==> src/hw/atp_pkg.sv <==
// atp_pkg: constants shared by the asynchronous timer/pwm control block
// assumes an 8-bit register port and a single system clock
package atp_pkg;

    // ======================================================================
    // register offsets
    // ======================================================================
    localparam logic [7:0] ADDR_CONTROL = 8'hb0; // timer_control
    localparam logic [7:0] ADDR_COUNTER = 8'hb2; // counter_value
    localparam logic [7:0] ADDR_COMPARE = 8'hb3; // compare_value
    localparam logic [7:0] ADDR_STATUS  = 8'hb6; // async_clock_status

    // ======================================================================
    // timer_control fields
    // ======================================================================
    localparam int CTL_FORCE   = 7; // force_compare_strobe
    localparam int CTL_WGM_LO  = 6; // waveform_mode_bits[0]
    localparam int CTL_COM_HI  = 5; // compare_output_mode[1]
    localparam int CTL_COM_LO  = 4; // compare_output_mode[0]
    localparam int CTL_WGM_HI  = 3; // waveform_mode_bits[1]
    localparam int CTL_CS_HI   = 2; // clock_select_field msb
    localparam int CTL_CS_LO   = 0; // clock_select_field lsb

    // ======================================================================
    // async_clock_status fields
    // ======================================================================
    localparam int STS_EXTERNAL_CLOCK_SELECT   = 4; // external_clock_select
    localparam int STS_ASYNC   = 3; // async_select
    localparam int STS_CNT_UB  = 2; // counter_update_busy
    localparam int STS_CMP_UB  = 1; // compare_update_busy
    localparam int STS_CTL_UB  = 0; // control_update_busy

    // ======================================================================
    // reset values and counter limits
    // ======================================================================
    localparam logic [7:0] RST_CONTROL = 8'h00;
    localparam logic [7:0] RST_COUNTER = 8'h00;
    localparam logic [7:0] RST_COMPARE = 8'h00;
    localparam logic [7:0] RST_STATUS  = 8'h00;
    localparam logic [7:0] COUNT_MAX   = 8'hff;
    localparam logic [7:0] COUNT_BOT   = 8'h00;

    // oscillator edges before a buffered write lands
    localparam logic [1:0] XFER_EDGES  = 2'h2;
    localparam int         PRE_WIDTH   = 10;

    // ======================================================================
    // modes and compare output actions
    // ======================================================================
    typedef enum logic [1:0] {
        ATP_NORMAL,
        ATP_PHASE_PWM,
        ATP_CLEAR_MATCH,
        ATP_FAST_PWM
    } atp_mode_t;

    localparam logic [1:0] COM_OFF    = 2'h0;
    localparam logic [1:0] COM_TOGGLE = 2'h1;
    localparam logic [1:0] COM_CLEAR  = 2'h2;
    localparam logic [1:0] COM_SET    = 2'h3;

    // prescaler masks for clock_select_field 2..7
    localparam logic [9:0] DIV8_MASK    = 10'h007;
    localparam logic [9:0] DIV32_MASK   = 10'h01f;
    localparam logic [9:0] DIV64_MASK   = 10'h03f;
    localparam logic [9:0] DIV128_MASK  = 10'h07f;
    localparam logic [9:0] DIV256_MASK  = 10'h0ff;
    localparam logic [9:0] DIV1024_MASK = 10'h3ff;

endpackage : atp_pkg

==> src/hw/atp_timer.sv <==
// atp_timer: 8-bit timer with compare output modes and buffered async
// register writes
// assumes the oscillator pin is sampled in the clk domain and toggles
// more than four times slower than clk
`timescale 1ns/100ps

// What this block does
// - nonzero compare output mode routes the waveform onto the pin
// - non-pwm modes: off, toggle, clear or set on match, field at 5:4
// - fast pwm: 01 reserved, 10 clear match set bottom, 11 inverse
// - fast pwm with compare at top: match ignored, bottom action only
// - phase pwm: 10 clear up-match set down-match, 11 inverse, 01 none
// - phase pwm with compare at top: match ignored, action done at top
// - clock select stops at 000, else divides by 1..1024
// - counter readable and writable; write blocks next compare match
// - compare register matched against counter on every timer clock
// - with async select set, external clock bit enables input buffer; crystal runs when zero
// - async select picks io clock or oscillator pin as timer source
// - async counter write sets counter busy until transfer completes
// - async compare write sets compare busy until transfer completes
// - async control write sets control busy until transfer completes
// - counter read is live; compare and control read temporaries
// - waveform mode bits pick normal, phase pwm, clear-match, fast pwm
// - force strobe applies compare action in non-pwm, reads zero
// - buffered write lands after two oscillator edges, one per register
module atp_timer
    import atp_pkg::*;
(
    input  wire logic       clk,             // 200 MHz system clock
    input  wire logic       arst_n,          // async reset, active low
    input  wire logic [7:0] addr,            // register address
    input  wire logic [7:0] wr_data,         // write data
    input  wire logic       wr_en,           // write strobe
    input  wire logic       rd_en,           // read strobe
    output logic      [7:0] rd_data,         // read data, cycle after rd_en
    input  wire logic       osc_input_pin,   // oscillator pin level
    output logic            waveform_pin,    // compare waveform
    output logic            waveform_pin_en, // waveform overrides port
    output logic            ext_clk_buf_en,  // external clock buffer on
    output logic            crystal_osc_en,  // crystal oscillator on
    output logic            compare_match    // one-cycle match pulse
);

    // ======================================================================
    // register storage
    // ======================================================================
    logic [7:0] ctl_temp;     // control temporary, read back
    logic [7:0] ctl;          // control destination
    logic [7:0] cmp_temp;     // compare temporary, read back
    logic [7:0] cmp_dest;     // compare destination
    logic [7:0] cmp_active;   // compare value used by the matcher
    logic [7:0] cnt_temp;     // counter temporary
    logic [7:0] counter;      // live counter
    logic       external_clock_select;        // external_clock_select
    logic       async_sel;    // async_select
    logic [2:0] busy;         // update busy flags
    logic [2:0] done;         // transfer finishes this cycle
    logic       dir_up;       // phase pwm count direction
    logic       block_match;  // blocks the match after a counter write

    // oscillator pin synchroniser
    logic       osc_s1;
    logic       osc_s2;
    logic       osc_s3;
    logic       osc_rise;

    atp_mode_t  mode;
    logic [1:0] com;
    logic       src_tick;
    logic       count_tick;
    logic       match;
    logic       wr_ctl;
    logic       wr_cmp;
    logic       wr_cnt;
    logic       load_ctl;
    logic [7:0] load_ctl_val;
    logic       load_cnt;
    logic [7:0] load_cnt_val;
    logic       force_now;
    logic [1:0] force_com;
    logic       at_top;

    assign mode = atp_mode_t'({ctl[CTL_WGM_HI], ctl[CTL_WGM_LO]});
    assign com  = ctl[CTL_COM_HI:CTL_COM_LO];

    // write decode
    assign wr_ctl = wr_en && (addr == ADDR_CONTROL);
    assign wr_cmp = wr_en && (addr == ADDR_COMPARE);
    assign wr_cnt = wr_en && (addr == ADDR_COUNTER);

    // ======================================================================
    // oscillator edge detection and timer source
    // ======================================================================
    always_ff @(posedge clk or negedge arst_n)
    begin
        if (!arst_n)
        begin
            osc_s1 <= 1'b0;
            osc_s2 <= 1'b0;
            osc_s3 <= 1'b0;
        end
        else
        begin
            osc_s1 <= osc_input_pin;
            osc_s2 <= osc_s1;
            osc_s3 <= osc_s2;
        end
    end

    assign osc_rise = osc_s2 && !osc_s3;
    assign src_tick = async_sel ? osc_rise : 1'b1;

    atp_prescaler u_prescaler (
        .clk          (clk),
        .arst_n       (arst_n),
        .src_tick     (src_tick),
        .clock_select (ctl[CTL_CS_HI:CTL_CS_LO]),
        .count_tick   (count_tick)
    );

    // ======================================================================
    // update busy flags, one tracker per buffered register
    // ======================================================================
    logic [2:0] start;
    assign start[STS_CTL_UB] = wr_ctl && async_sel;
    assign start[STS_CMP_UB] = wr_cmp && async_sel;
    assign start[STS_CNT_UB] = wr_cnt && async_sel;

    genvar gi;
    generate
        for (gi = 0; gi < 3; gi++)
        begin : g_busy
            logic [1:0] edges;
            // finish on the second oscillator edge after the write
            assign done[gi] = busy[gi] && osc_rise && !start[gi]
                              && (edges == XFER_EDGES - 2'h1);
            // a new write wins over a finishing transfer
            always_ff @(posedge clk or negedge arst_n)
            begin
                if (!arst_n)
                begin
                    busy[gi] <= 1'b0;
                    edges    <= 2'h0;
                end
                else if (start[gi])
                begin
                    busy[gi] <= 1'b1;
                    edges    <= 2'h0;
                end
                else if (!async_sel)
                begin
                    busy[gi] <= 1'b0;
                    edges    <= 2'h0;
                end
                else if (done[gi])
                    busy[gi] <= 1'b0;
                else if (busy[gi] && osc_rise)
                    edges <= edges + 2'h1;
            end
        end
    endgenerate

    // ======================================================================
    // temporaries and status register
    // ======================================================================
    always_ff @(posedge clk or negedge arst_n)
    begin
        if (!arst_n)
        begin
            ctl_temp  <= RST_CONTROL;
            cmp_temp  <= RST_COMPARE;
            cnt_temp  <= RST_COUNTER;
            external_clock_select     <= RST_STATUS[STS_EXTERNAL_CLOCK_SELECT];
            async_sel <= RST_STATUS[STS_ASYNC];
        end
        else
        begin
            if (wr_ctl)
                ctl_temp <= wr_data;
            if (wr_cmp)
                cmp_temp <= wr_data;
            if (wr_cnt)
                cnt_temp <= wr_data;
            if (wr_en && (addr == ADDR_STATUS))
            begin
                external_clock_select     <= wr_data[STS_EXTERNAL_CLOCK_SELECT];
                async_sel <= wr_data[STS_ASYNC];
            end
        end
    end

    // ======================================================================
    // destination loads: direct when synchronous, after transfer otherwise
    // ======================================================================
    assign load_ctl     = (wr_ctl && !async_sel) || done[STS_CTL_UB];
    assign load_ctl_val = done[STS_CTL_UB] ? ctl_temp : wr_data;
    assign load_cnt     = (wr_cnt && !async_sel) || done[STS_CNT_UB];
    assign load_cnt_val = done[STS_CNT_UB] ? cnt_temp : wr_data;

    // force strobe only in the non-pwm modes, using the loaded mode bits
    assign force_com = load_ctl_val[CTL_COM_HI:CTL_COM_LO];
    assign force_now = load_ctl && load_ctl_val[CTL_FORCE]
                       && !load_ctl_val[CTL_WGM_LO];

    always_ff @(posedge clk or negedge arst_n)
    begin
        if (!arst_n)
        begin
            ctl      <= RST_CONTROL;
            cmp_dest <= RST_COMPARE;
        end
        else
        begin
            if (load_ctl)
                ctl <= {1'b0, load_ctl_val[6:0]};
            if (wr_cmp && !async_sel)
                cmp_dest <= wr_data;
            else if (done[STS_CMP_UB])
                cmp_dest <= cmp_temp;
        end
    end

    // double buffered compare: immediate in non-pwm, at top only else
    assign at_top = count_tick && (counter == COUNT_MAX);
    always_ff @(posedge clk or negedge arst_n)
    begin
        if (!arst_n)
            cmp_active <= RST_COMPARE;
        else if (mode == ATP_NORMAL || mode == ATP_CLEAR_MATCH || at_top)
            cmp_active <= cmp_dest;
    end

    // ======================================================================
    // counter and direction
    // ======================================================================
    assign match = count_tick && !block_match
                   && (counter == cmp_active);

    always_ff @(posedge clk or negedge arst_n)
    begin
        if (!arst_n)
        begin
            counter <= RST_COUNTER;
            dir_up  <= 1'b1;
        end
        else if (load_cnt)
            counter <= load_cnt_val;
        else if (count_tick)
        begin
            case (mode)
                ATP_CLEAR_MATCH:
                    counter <= (counter == cmp_active) ? COUNT_BOT
                               : counter + 8'h01;
                ATP_PHASE_PWM:
                begin
                    if (dir_up && counter == COUNT_MAX)
                    begin
                        counter <= counter - 8'h01;
                        dir_up  <= 1'b0;
                    end
                    else if (!dir_up && counter == COUNT_BOT)
                    begin
                        counter <= counter + 8'h01;
                        dir_up  <= 1'b1;
                    end
                    else if (dir_up)
                        counter <= counter + 8'h01;
                    else
                        counter <= counter - 8'h01;
                end
                default:
                    counter <= counter + 8'h01;
            endcase
        end
    end

    // a counter write removes the match on the following timer clock
    always_ff @(posedge clk or negedge arst_n)
    begin
        if (!arst_n)
            block_match <= 1'b0;
        else if (load_cnt)
            block_match <= 1'b1;
        else if (count_tick)
            block_match <= 1'b0;
    end

    // ======================================================================
    // waveform generation
    // ======================================================================
    always_ff @(posedge clk or negedge arst_n)
    begin
        if (!arst_n)
            waveform_pin <= 1'b0;
        else if (force_now)
        begin
            case (force_com)
                COM_TOGGLE: waveform_pin <= !waveform_pin;
                COM_CLEAR:  waveform_pin <= 1'b0;
                COM_SET:    waveform_pin <= 1'b1;
                default:    waveform_pin <= waveform_pin;
            endcase
        end
        else
        begin
            case (mode)
                ATP_FAST_PWM:
                begin
                    if (at_top && com[1])
                        waveform_pin <= !com[0];
                    else if (match && com[1])
                        waveform_pin <= com[0];
                end
                ATP_PHASE_PWM:
                begin
                    if (at_top && com[1] && cmp_active == COUNT_MAX)
                        waveform_pin <= !com[0];
                    else if (match && com[1])
                        waveform_pin <= dir_up ? com[0] : !com[0];
                end
                default:
                begin
                    if (match)
                    begin
                        case (com)
                            COM_TOGGLE: waveform_pin <= !waveform_pin;
                            COM_CLEAR:  waveform_pin <= 1'b0;
                            COM_SET:    waveform_pin <= 1'b1;
                            default:    waveform_pin <= waveform_pin;
                        endcase
                    end
                end
            endcase
        end
    end

    // pin override and oscillator controls
    always_ff @(posedge clk or negedge arst_n)
    begin
        if (!arst_n)
        begin
            waveform_pin_en <= 1'b0;
            ext_clk_buf_en  <= 1'b0;
            crystal_osc_en  <= 1'b0;
            compare_match   <= 1'b0;
        end
        else
        begin
            waveform_pin_en <= (com != COM_OFF);
            ext_clk_buf_en  <= external_clock_select && async_sel;
            crystal_osc_en  <= !external_clock_select && async_sel;
            compare_match   <= match;
        end
    end

    // ======================================================================
    // read port
    // ======================================================================
    always_ff @(posedge clk or negedge arst_n)
    begin
        if (!arst_n)
            rd_data <= 8'h00;
        else if (!rd_en)
            rd_data <= 8'h00;
        else if (addr == ADDR_COUNTER)
            rd_data <= counter;
        else if (addr == ADDR_COMPARE)
            rd_data <= cmp_temp;
        else if (addr == ADDR_CONTROL)
            rd_data <= {1'b0, ctl_temp[6:0]};
        else if (addr == ADDR_STATUS)
            rd_data <= {3'h0, external_clock_select, async_sel, busy};
        else
            rd_data <= 8'h00;
    end
endmodule : atp_timer

==> src/hw/atp_prescaler.sv <==
// atp_prescaler: divides the timer source tick by the selected factor
// assumes src_tick is a one-cycle enable in the clk domain
`timescale 1ns/100ps
module atp_prescaler
    import atp_pkg::*;
(
    input  wire logic       clk,          // system clock
    input  wire logic       arst_n,       // async reset, active low
    input  wire logic       src_tick,     // one tick of timer_source_clock
    input  wire logic [2:0] clock_select, // clock_select_field
    output logic            count_tick    // counter advance enable
);

    // ======================================================================
    // free running prescale counter
    // ======================================================================
    logic [PRE_WIDTH-1:0] pre;
    logic [PRE_WIDTH-1:0] mask;

    // advance on every source tick
    always_ff @(posedge clk or negedge arst_n)
    begin
        if (!arst_n)
            pre <= '0;
        else if (src_tick)
            pre <= pre + 1'b1;
    end

    // mask of low bits that must be all ones for a tick
    always_comb
    begin
        mask = '0;
        case (clock_select)
            3'h2: mask = DIV8_MASK;
            3'h3: mask = DIV32_MASK;
            3'h4: mask = DIV64_MASK;
            3'h5: mask = DIV128_MASK;
            3'h6: mask = DIV256_MASK;
            3'h7: mask = DIV1024_MASK;
            default: mask = '0;
        endcase
    end

    // zero select stops the counter
    assign count_tick = src_tick && (clock_select != 3'h0)
                        && ((pre & mask) == mask);

endmodule : atp_prescaler

==> config.mk <==
export PLATFORM = sky130hd
export DESIGN_NAME = atp_timer
export DESIGN_NICKNAME = d
export VERILOG_FILES = /design/src/hw/atp_pkg.sv /design/src/hw/atp_timer.sv /design/src/hw/atp_prescaler.sv
export SDC_FILE = /design/constraint.sdc
export NUM_CORES = 1
export LEC_CHECK = 0
export BUFFER_PORTS_ARGS = -buffer_cell sky130_fd_sc_hd__buf_2
export CORE_AREA = 3 3 87 109
export CTS_BUF_LIST = sky130_fd_sc_hd__clkbuf_8
export CTS_CLUSTER_DIAMETER = 30
export DETAILED_ROUTE_END_ITERATION = 10
export DIE_AREA = 0 0 90 112
export PLACE_DENSITY_LB_ADDON = 0.05
export SLEW_MARGIN = 25
export SYNTH_ARGS = -nofsm -noshare
export SYNTH_HDL_FRONTEND = slang
export SYNTH_HIERARCHICAL = 1
export SYNTH_SLANG_ARGS = --single-unit
==> constraint.sdc <==
create_clock -name clk -period 3.6 [get_ports clk]
set_input_delay 0.36 -clock clk [delete_from_list [all_inputs] [get_ports clk]]
set_output_delay 0.36 -clock clk [all_outputs]
set_load 0.02 [all_outputs]
==> impl_metrics.toml, run 1 <==
[place]
place_hpwl_um = 9940
place_congestion = 0.943
placed_area_mm2 = 0.00551
post-place-ws_ns = 0.594
io_buffers = 33

[floorplanning]
die_area_mm2 = 0.0101
initial_utilization_pct = 60.4
die-height_um = 112
ios = 34
rows = 38
dieWidth_um = 90
fp.coreArea_mm2 = 0.00865

[timing]
finalHoldViolations = 0
drv_slew = 0
max_slew_margin_pct = 54.2
fmax_ghz = 0.326
setup_violations = 0
tightest_slew_ns = 0.683
setup-tns-final_ns = 0
rsz0062_at_grt = "false"
fin_ws_ns = 0.529
skew_ns = 0.00916
period_needed_ns = 3.07
period_share_pct = 85.3

[finish]
diodes = 0
area_growth_pct = 9.34
fin_util_pct = 66.0
design_area_mm2 = 0.00571
layout.nets = 617
drive_gt1_share_pct = 15.1

[drt]
ant_nets = 0
drt_wl_total_um = 13500
via_count = 4410
drt_pass1_iterations = 5
wl_per_cell_um = 19.1
post-route-drc-count = 0
avgViaCountPerCell = 6.23
first_iter_violations = 360

[yosys]
yosys.area_share.simple_pct = 20.3
syn_area_mm2 = 0.00522
synth.avg_cell_area_um2 = 9.48
synth_compound_area_share_pct = 18.6
ys_warn_count = 6
ys_seq_elements = 94
netlist_instances = 551
seq_area_frac_synth_pct = 45.1
synthAdderAreaFrac_pct = 3.11
syn_nets = 585
synth_xor_area_share_pct = 4.86
ys_async_sr_fraction_pct = 100
synth_cell_types = 72
synthMuxAreaShare_pct = 3.57
synth_top_family_by_area = "simple AND/OR/NAND/NOR gates"
synth_edf_count = 0
ys.flop_type = "dfrtp_1"

[worst_setup_path]
startpoint_type = "flip-flop"
r2r_start = "osc_s2$_DFF_PN0_"
setup.worst_path.start = "osc_s2$_DFF_PN0_"
r2r-end = "waveform_pin$_DFFE_PN0P_"
path_max_fanout = 10
arrival_ns = 3.34
crit_path_end_kind = "flip-flop"
critPathKind = "reg -> reg"
r2r_slack_ns = 0.53
cp.required_ns = 3.87
r2r_cells = 12
critPathCapture = "waveform_pin$_DFFE_PN0P_"

[cts]
cts-buffers-inserted = 9
postCtsResizedCells = 0
cts_setup_buffers = 0
clk_pin_slew_ns = 0.10
cts_buffer_depth = 2
insertion_delay_ns = 0.37
clock_tree.root_cell = "clkbuf_8"
cts_tree = "yes"
h-tree-depth = 3
clkSinkCount = 94

[pwr]
p_leak_nw = 2.50
ir_drop_v = 0.000324
powerDensity_mw_per_mm2 = 486

[status]
outcome = "completed"

[min_path]
hold_class = "in -> reg"

[global_route]
grt_pass1_vias = 4326
grt_pass1_wl_um = 22200
antenna_found_initial = 0
grt_max_degree = 45
grt_usage_pct = 28.0
grt-ovfl-total = 0

[run]
cap_viol_max_count = 0
[synth_stat cells, types with 3 or more instances]
library cell | instances | area share (%)
dfrtp_1 | 93 | 45
nand2_1 | 90 | 6.5
nor2_1 | 39 | 2.8
o21ai_0 | 27 | 2.6
inv_1 | 26 | 1.9
a21oi_1 | 22 | 2.1
a22oi_1 | 20 | 2.9
xnor2_1 | 18 | 3.0
ha_1 | 13 | 3.1
mux2_2 | 13 | 2.8
clkbuf_1 | 12 | 0.86
nand3_1 | 11 | 1.1
xor2_1 | 11 | 1.8
o22ai_1 | 9 | 1.1
a31oi_1 | 8 | 0.96
buf_2 | 8 | 0.77
a211oi_1 | 7 | 1.0
a222oi_1 | 7 | 1.3
nor4_1 | 7 | 0.84
nand4_1 | 6 | 0.72
nand4b_1 | 6 | 1.0
nor3_1 | 6 | 0.57
a21boi_0 | 5 | 0.72
a21o_1 | 5 | 0.72
nor2b_1 | 5 | 0.60
mux2i_1 | 4 | 0.77
nor3b_1 | 4 | 0.57
a41oi_1 | 3 | 0.50
and3_1 | 3 | 0.36
nand2b_1 | 3 | 0.36
o21ai_1 | 3 | 0.29
or3_1 | 3 | 0.36
[power by group]
part / internal [W] / total [W] / switching, W
clock network: 0.000324 / 0.000716 / 0.000392
logic: 0.000283 / 0.000632 / 0.000349
registers: 0.00118 / 0.00143 / 0.000250
[through the flow]
step	power, W	instances	hold WS (ns)
floorplan	0.00183	551	0.0644
global placement	0.00205	691	0.339
detailed placement	0.00207	691	0.349
CTS	0.00277	708	0.0782
global route	0.00291	708	0.0852
finish	0.00277	708	0.0895
[layer usage]
layer / part of all wire, % / vias up / GRT usage [%]
met1: 43 / 2129 / 37.2
met3: 5.3 / 43 / 3.45
met2: 48 / 186 / 45.0
met4: 4.0 / 0 / 14.8
met5: 0 / - / 0
li1: - / 2052 / -
[worst max-delay path: stages (launching register included)]
cell and delay [ns]:
dfrtp_1 0.39, nor2b_1 0.17, nand2b_1 0.12, buf_4 0.17
o21ai_1 0.09, nor4_2 0.27, buf_4 0.22, clkinv_1 0.23
nor4_2 0.55, a2111oi_0 0.21, a41oi_1 0.21, nand4_1 0.12
a22o_1 0.21
[cell usage in the layout, fill, tap and decap left out, types with 8 or more instances in the layout]
cell type  count
dfrtp_1       93
nand2_1       90
nor2_1        39
buf_2         32
inv_1         27
o21ai_0       27
a21oi_1       22
a22oi_1       20
xnor2_1       18
mux2_2        13
ha_1          13
buf_4         13
xor2_1        11
nand3_1       11
o22ai_1        9
clkbuf_8       9
a31oi_1        8
[sequential cells by signal, summed over array words and instances, names as in the netlist, 3 cells and up]
signal,count
u_prescaler/pre,10
cmp_active,8
cmp_dest,8
cmp_temp,8
cnt_temp,8
counter,8
ctl_temp,8
rd_data,8
ctl,7
g_busy.edges,6
busy,3
[worst min-delay path by stage]
stage	end	from	cells after the start	slack (ns)
6_report	osc_s1$_DFF_PN0_	osc_input_pin	1	0.09
5_1_grt	osc_s1$_DFF_PN0_	osc_input_pin	1	0.09
4_1_cts	osc_s1$_DFF_PN0_	osc_input_pin	1	0.08
3_5_place_dp	counter[6]$_DFFE_PN0P_	arst_n	1	0.35
3_3_place_gp	counter[6]$_DFFE_PN0P_	arst_n	1	0.34
2_1_floorplan	async_sel$_DFFE_PN0P_	arst_n	0	0.06
[cell families (layout without fill, tap and decap cells)]
group,Yosys count,after routing
flip-flops,94,94
XOR/XNOR,29,29
multiplexers,17,17
AND/OR/NAND/NOR,204,204
adder cells (fa/ha/maj),13,13
AO/OA/AOI/OAI,141,141
buffers and inverters,53,90
[cell type report]
cell class                      count  area, um^2
Timing Repair Buffer               46         268
Clock buffer                        9         124
Multi-Input combinational cell    404        2640
Fill cell                         723        2940
Clock inverter                      7        72.6
Tap cell                          120         150
Inverter                           28         105
Sequential cell                    94        2350
[what timing repair did]
| item | 4_1_cts | 5_1_grt |
|---|---|---|
| hold buffers | 1 | 0 |
| endpoints found under the hold margin | 32 | 0 |
| setup endpoints to repair | 0 | 0 |
(Power assumes the default switching activity.)
==> run 2: changes to the inputs <==
Settings changed: CORE_AREA 3 3 87 109 to 2 2 89 113, CTS_CLUSTER_SIZE set to 24, DIE_AREA 0 0 90 112 to 0 0 91 115.
Clock period 3.6 ns to 2.7 ns, I/O delays scaled along.
==> run 2 against run 1 <==
Sequential power rose by 27%; flip-flop and latch count is the same; maximum frequency rose by 22%; combinational power is 65% higher; worst hold slack worse by 0.076 ns; die area up 3.8%; final area increased by 2.7%; first-iteration DRC count fell by 2.2%; global-route usage up 0.64 points; wire length increased by 6.3%; register-to-register slack worse by 0.35 ns.
==> impl_metrics.toml, run 2 (same netlist as run 1, synthesis figures left out) <==
[drt]
drt_wl_total_um = 14400
ant_nets = 0
drt_pass1_iterations = 6
wl_per_cell_um = 19.7
via_count = 4456
post-route-drc-count = 0
avgViaCountPerCell = 6.09
first_iter_violations = 352

[timing]
whs_ns = 0.0135
setup_violations = 0
period_share_pct = 93.4
finalHoldViolations = 0
setup-tns-final_ns = 0
fmax_ghz = 0.397
drv_slew = 0
tightest_slew_ns = 0.698
max_slew_margin_pct = 53.1
skew_ns = 0.00904
rsz0062_at_grt = "false"
period_needed_ns = 2.52
fin_ws_ns = 0.179

[cts]
clkSinkCount = 94
cts_tree = "yes"
cts_buffer_depth = 2
h-tree-depth = 3
cts-buffers-inserted = 9
clock_tree.root_cell = "clkbuf_8"
insertion_delay_ns = 0.36
clk_pin_slew_ns = 0.09

[pwr]
sw_frac_of_total_pct = 35.7
ir_drop_v = 0.000413
pwr-share-seq_pct = 47.6
p_switching_w = 0.00136
p_int_w = 0.00245
comb_power_share_pct = 27.3
p_leak_nw = 2.60
powerDensity_mw_per_mm2 = 650
pwr-share-clk_pct = 25.1

[global_route]
grt_pass1_wl_um = 23100
grt_pass1_vias = 4431
antenna_found_initial = 0
grt_max_degree = 43
grt-ovfl-total = 0
grt_usage_pct = 28.6

[floorplanning]
rows = 40
ios = 34
dieWidth_um = 91
fp.coreArea_mm2 = 0.00941
initial_utilization_pct = 55.5
die-height_um = 115
die_area_mm2 = 0.0105

[finish]
drive_gt1_share_pct = 18.0
largest_reg_flops = 10
final_common_cell = "dfrtp_1"
area_growth_pct = 12.3
layout.nets = 635
layout_common_cells = "93 x dfrtp_1, 90 x nand2_1, 38 x nor2_1"
diodes = 0
final_cells = 732
top_register = "u_prescaler/pre"

[worst_setup_path]
r2r_slack_ns = 0.18
cp_slowest_cell = "nor4_2"
critPathKind = "reg -> reg"
r2r_cells = 11
crit_top_cell = "a31oi_1"
startpoint_type = "flip-flop"
r2r-end = "waveform_pin$_DFFE_PN0P_"
r2r_start = "u_prescaler/pre[3]$_DFFE_PN0P_"
crit_path_end_kind = "flip-flop"
slowest_delay_ns = 0.43
cp.required_ns = 2.96
cp_cell_sequence = "nand2_1 -> a31oi_1 -> a31oi_1 -> nor4_2 -> clkinv_2 -> nor4_4 -> buf_4 -> xnor2_1 -> a32oi_1 -> nand4_1 -> a22o_1"
path_max_fanout = 4
arrival_ns = 2.78

[run]
cap_viol_max_count = 0

[place]
dp_cells = 714
place_hpwl_um = 10700
place_congestion = 0.958
post-place-ws_ns = 0.0363
io_buffers = 33

[min_path]
hold_class = "in -> reg"
hold_start = "osc_input_pin"
holdPathEnd = "osc_s1$_DFF_PN0_"
min_path_cells = 1

[status]
outcome = "completed"
## run 2: through the flow
stage / area [um^2] / util (%) / power (W)
after global routing: 5870 / 62.4 / 0.00401
after global placement: 5650 / 60.1 / 0.00283
after detailed placement: 5650 / 60.1 / 0.00286
after floorplan: 5240 / - / 0.00245
final: 5870 / 62.4 / 0.00381
after CTS: 5860 / 62.2 / 0.00382
## run 2: worst max-delay path by stage
stage / start / endpoint
final: u_prescaler/pre[3]$_DFFE_PN0P_ / waveform_pin$_DFFE_PN0P_
after global routing: counter[0]$_DFFE_PN0P_ / counter[7]$_DFFE_PN0P_
after CTS: osc_s2$_DFF_PN0_ / waveform_pin$_DFFE_PN0P_
after detailed placement: osc_s2$_DFF_PN0_ / waveform_pin$_DFFE_PN0P_
after global placement: osc_s2$_DFF_PN0_ / waveform_pin$_DFFE_PN0P_
after floorplan: osc_s2$_DFF_PN0_ / waveform_pin$_DFFE_PN0P_
## run 2: layout make-up
cell class,count,area [um^2]
Clock buffer,9,124
Clock inverter,7,72.6
Fill cell,861,3540
Inverter,28,106
Multi-Input combinational cell,404,2650
Sequential cell,94,2350
Tap cell,126,158
Timing Repair Buffer,64,403
## run 2: critical path, delay by kind of cell (launching register included)
| kind | cells | cell delay, ns |
|---|---|---|
| buf+inv | 2 | 0.32 |
| xor+xnor | 1 | 0.07 |
| flops | 1 | 0.40 |
| simple gates | 4 | 0.97 |
| compound gates | 4 | 0.64 |
## run 2: repair_timing
action                                 CTS  global route
endpoints found under the hold margin   39             0
hold buffers                             1             0
buffers inserted                         0             1
resized for setup                        0             1
setup endpoints to repair                0             1
## run 2: power by group through the flow
stage / Sequential, W / Clock, W / Combinational (W)
global route: 0.00184 / 0.00103 / 0.00114
floorplan: 0.00174 / 0 / 0.000715
finish: 0.00182 / 0.000959 / 0.00104
global placement: 0.00183 / 0 / 0.000997
detailed placement: 0.00184 / 0 / 0.00102
CTS: 0.00181 / 0.000976 / 0.00103
## run 2: metal layers
layer  part of all wire, %  GRT usage (%)  wire, um  vias to the layer above
met3                   6.2           5.44       898                       42
met5                     0              0         0                        -
li1                      -              -         -                     2092
met1                    41           36.1      5950                     2145
met2                    49           48.1      7010                      177
met4                   3.8           13.1       545                        0
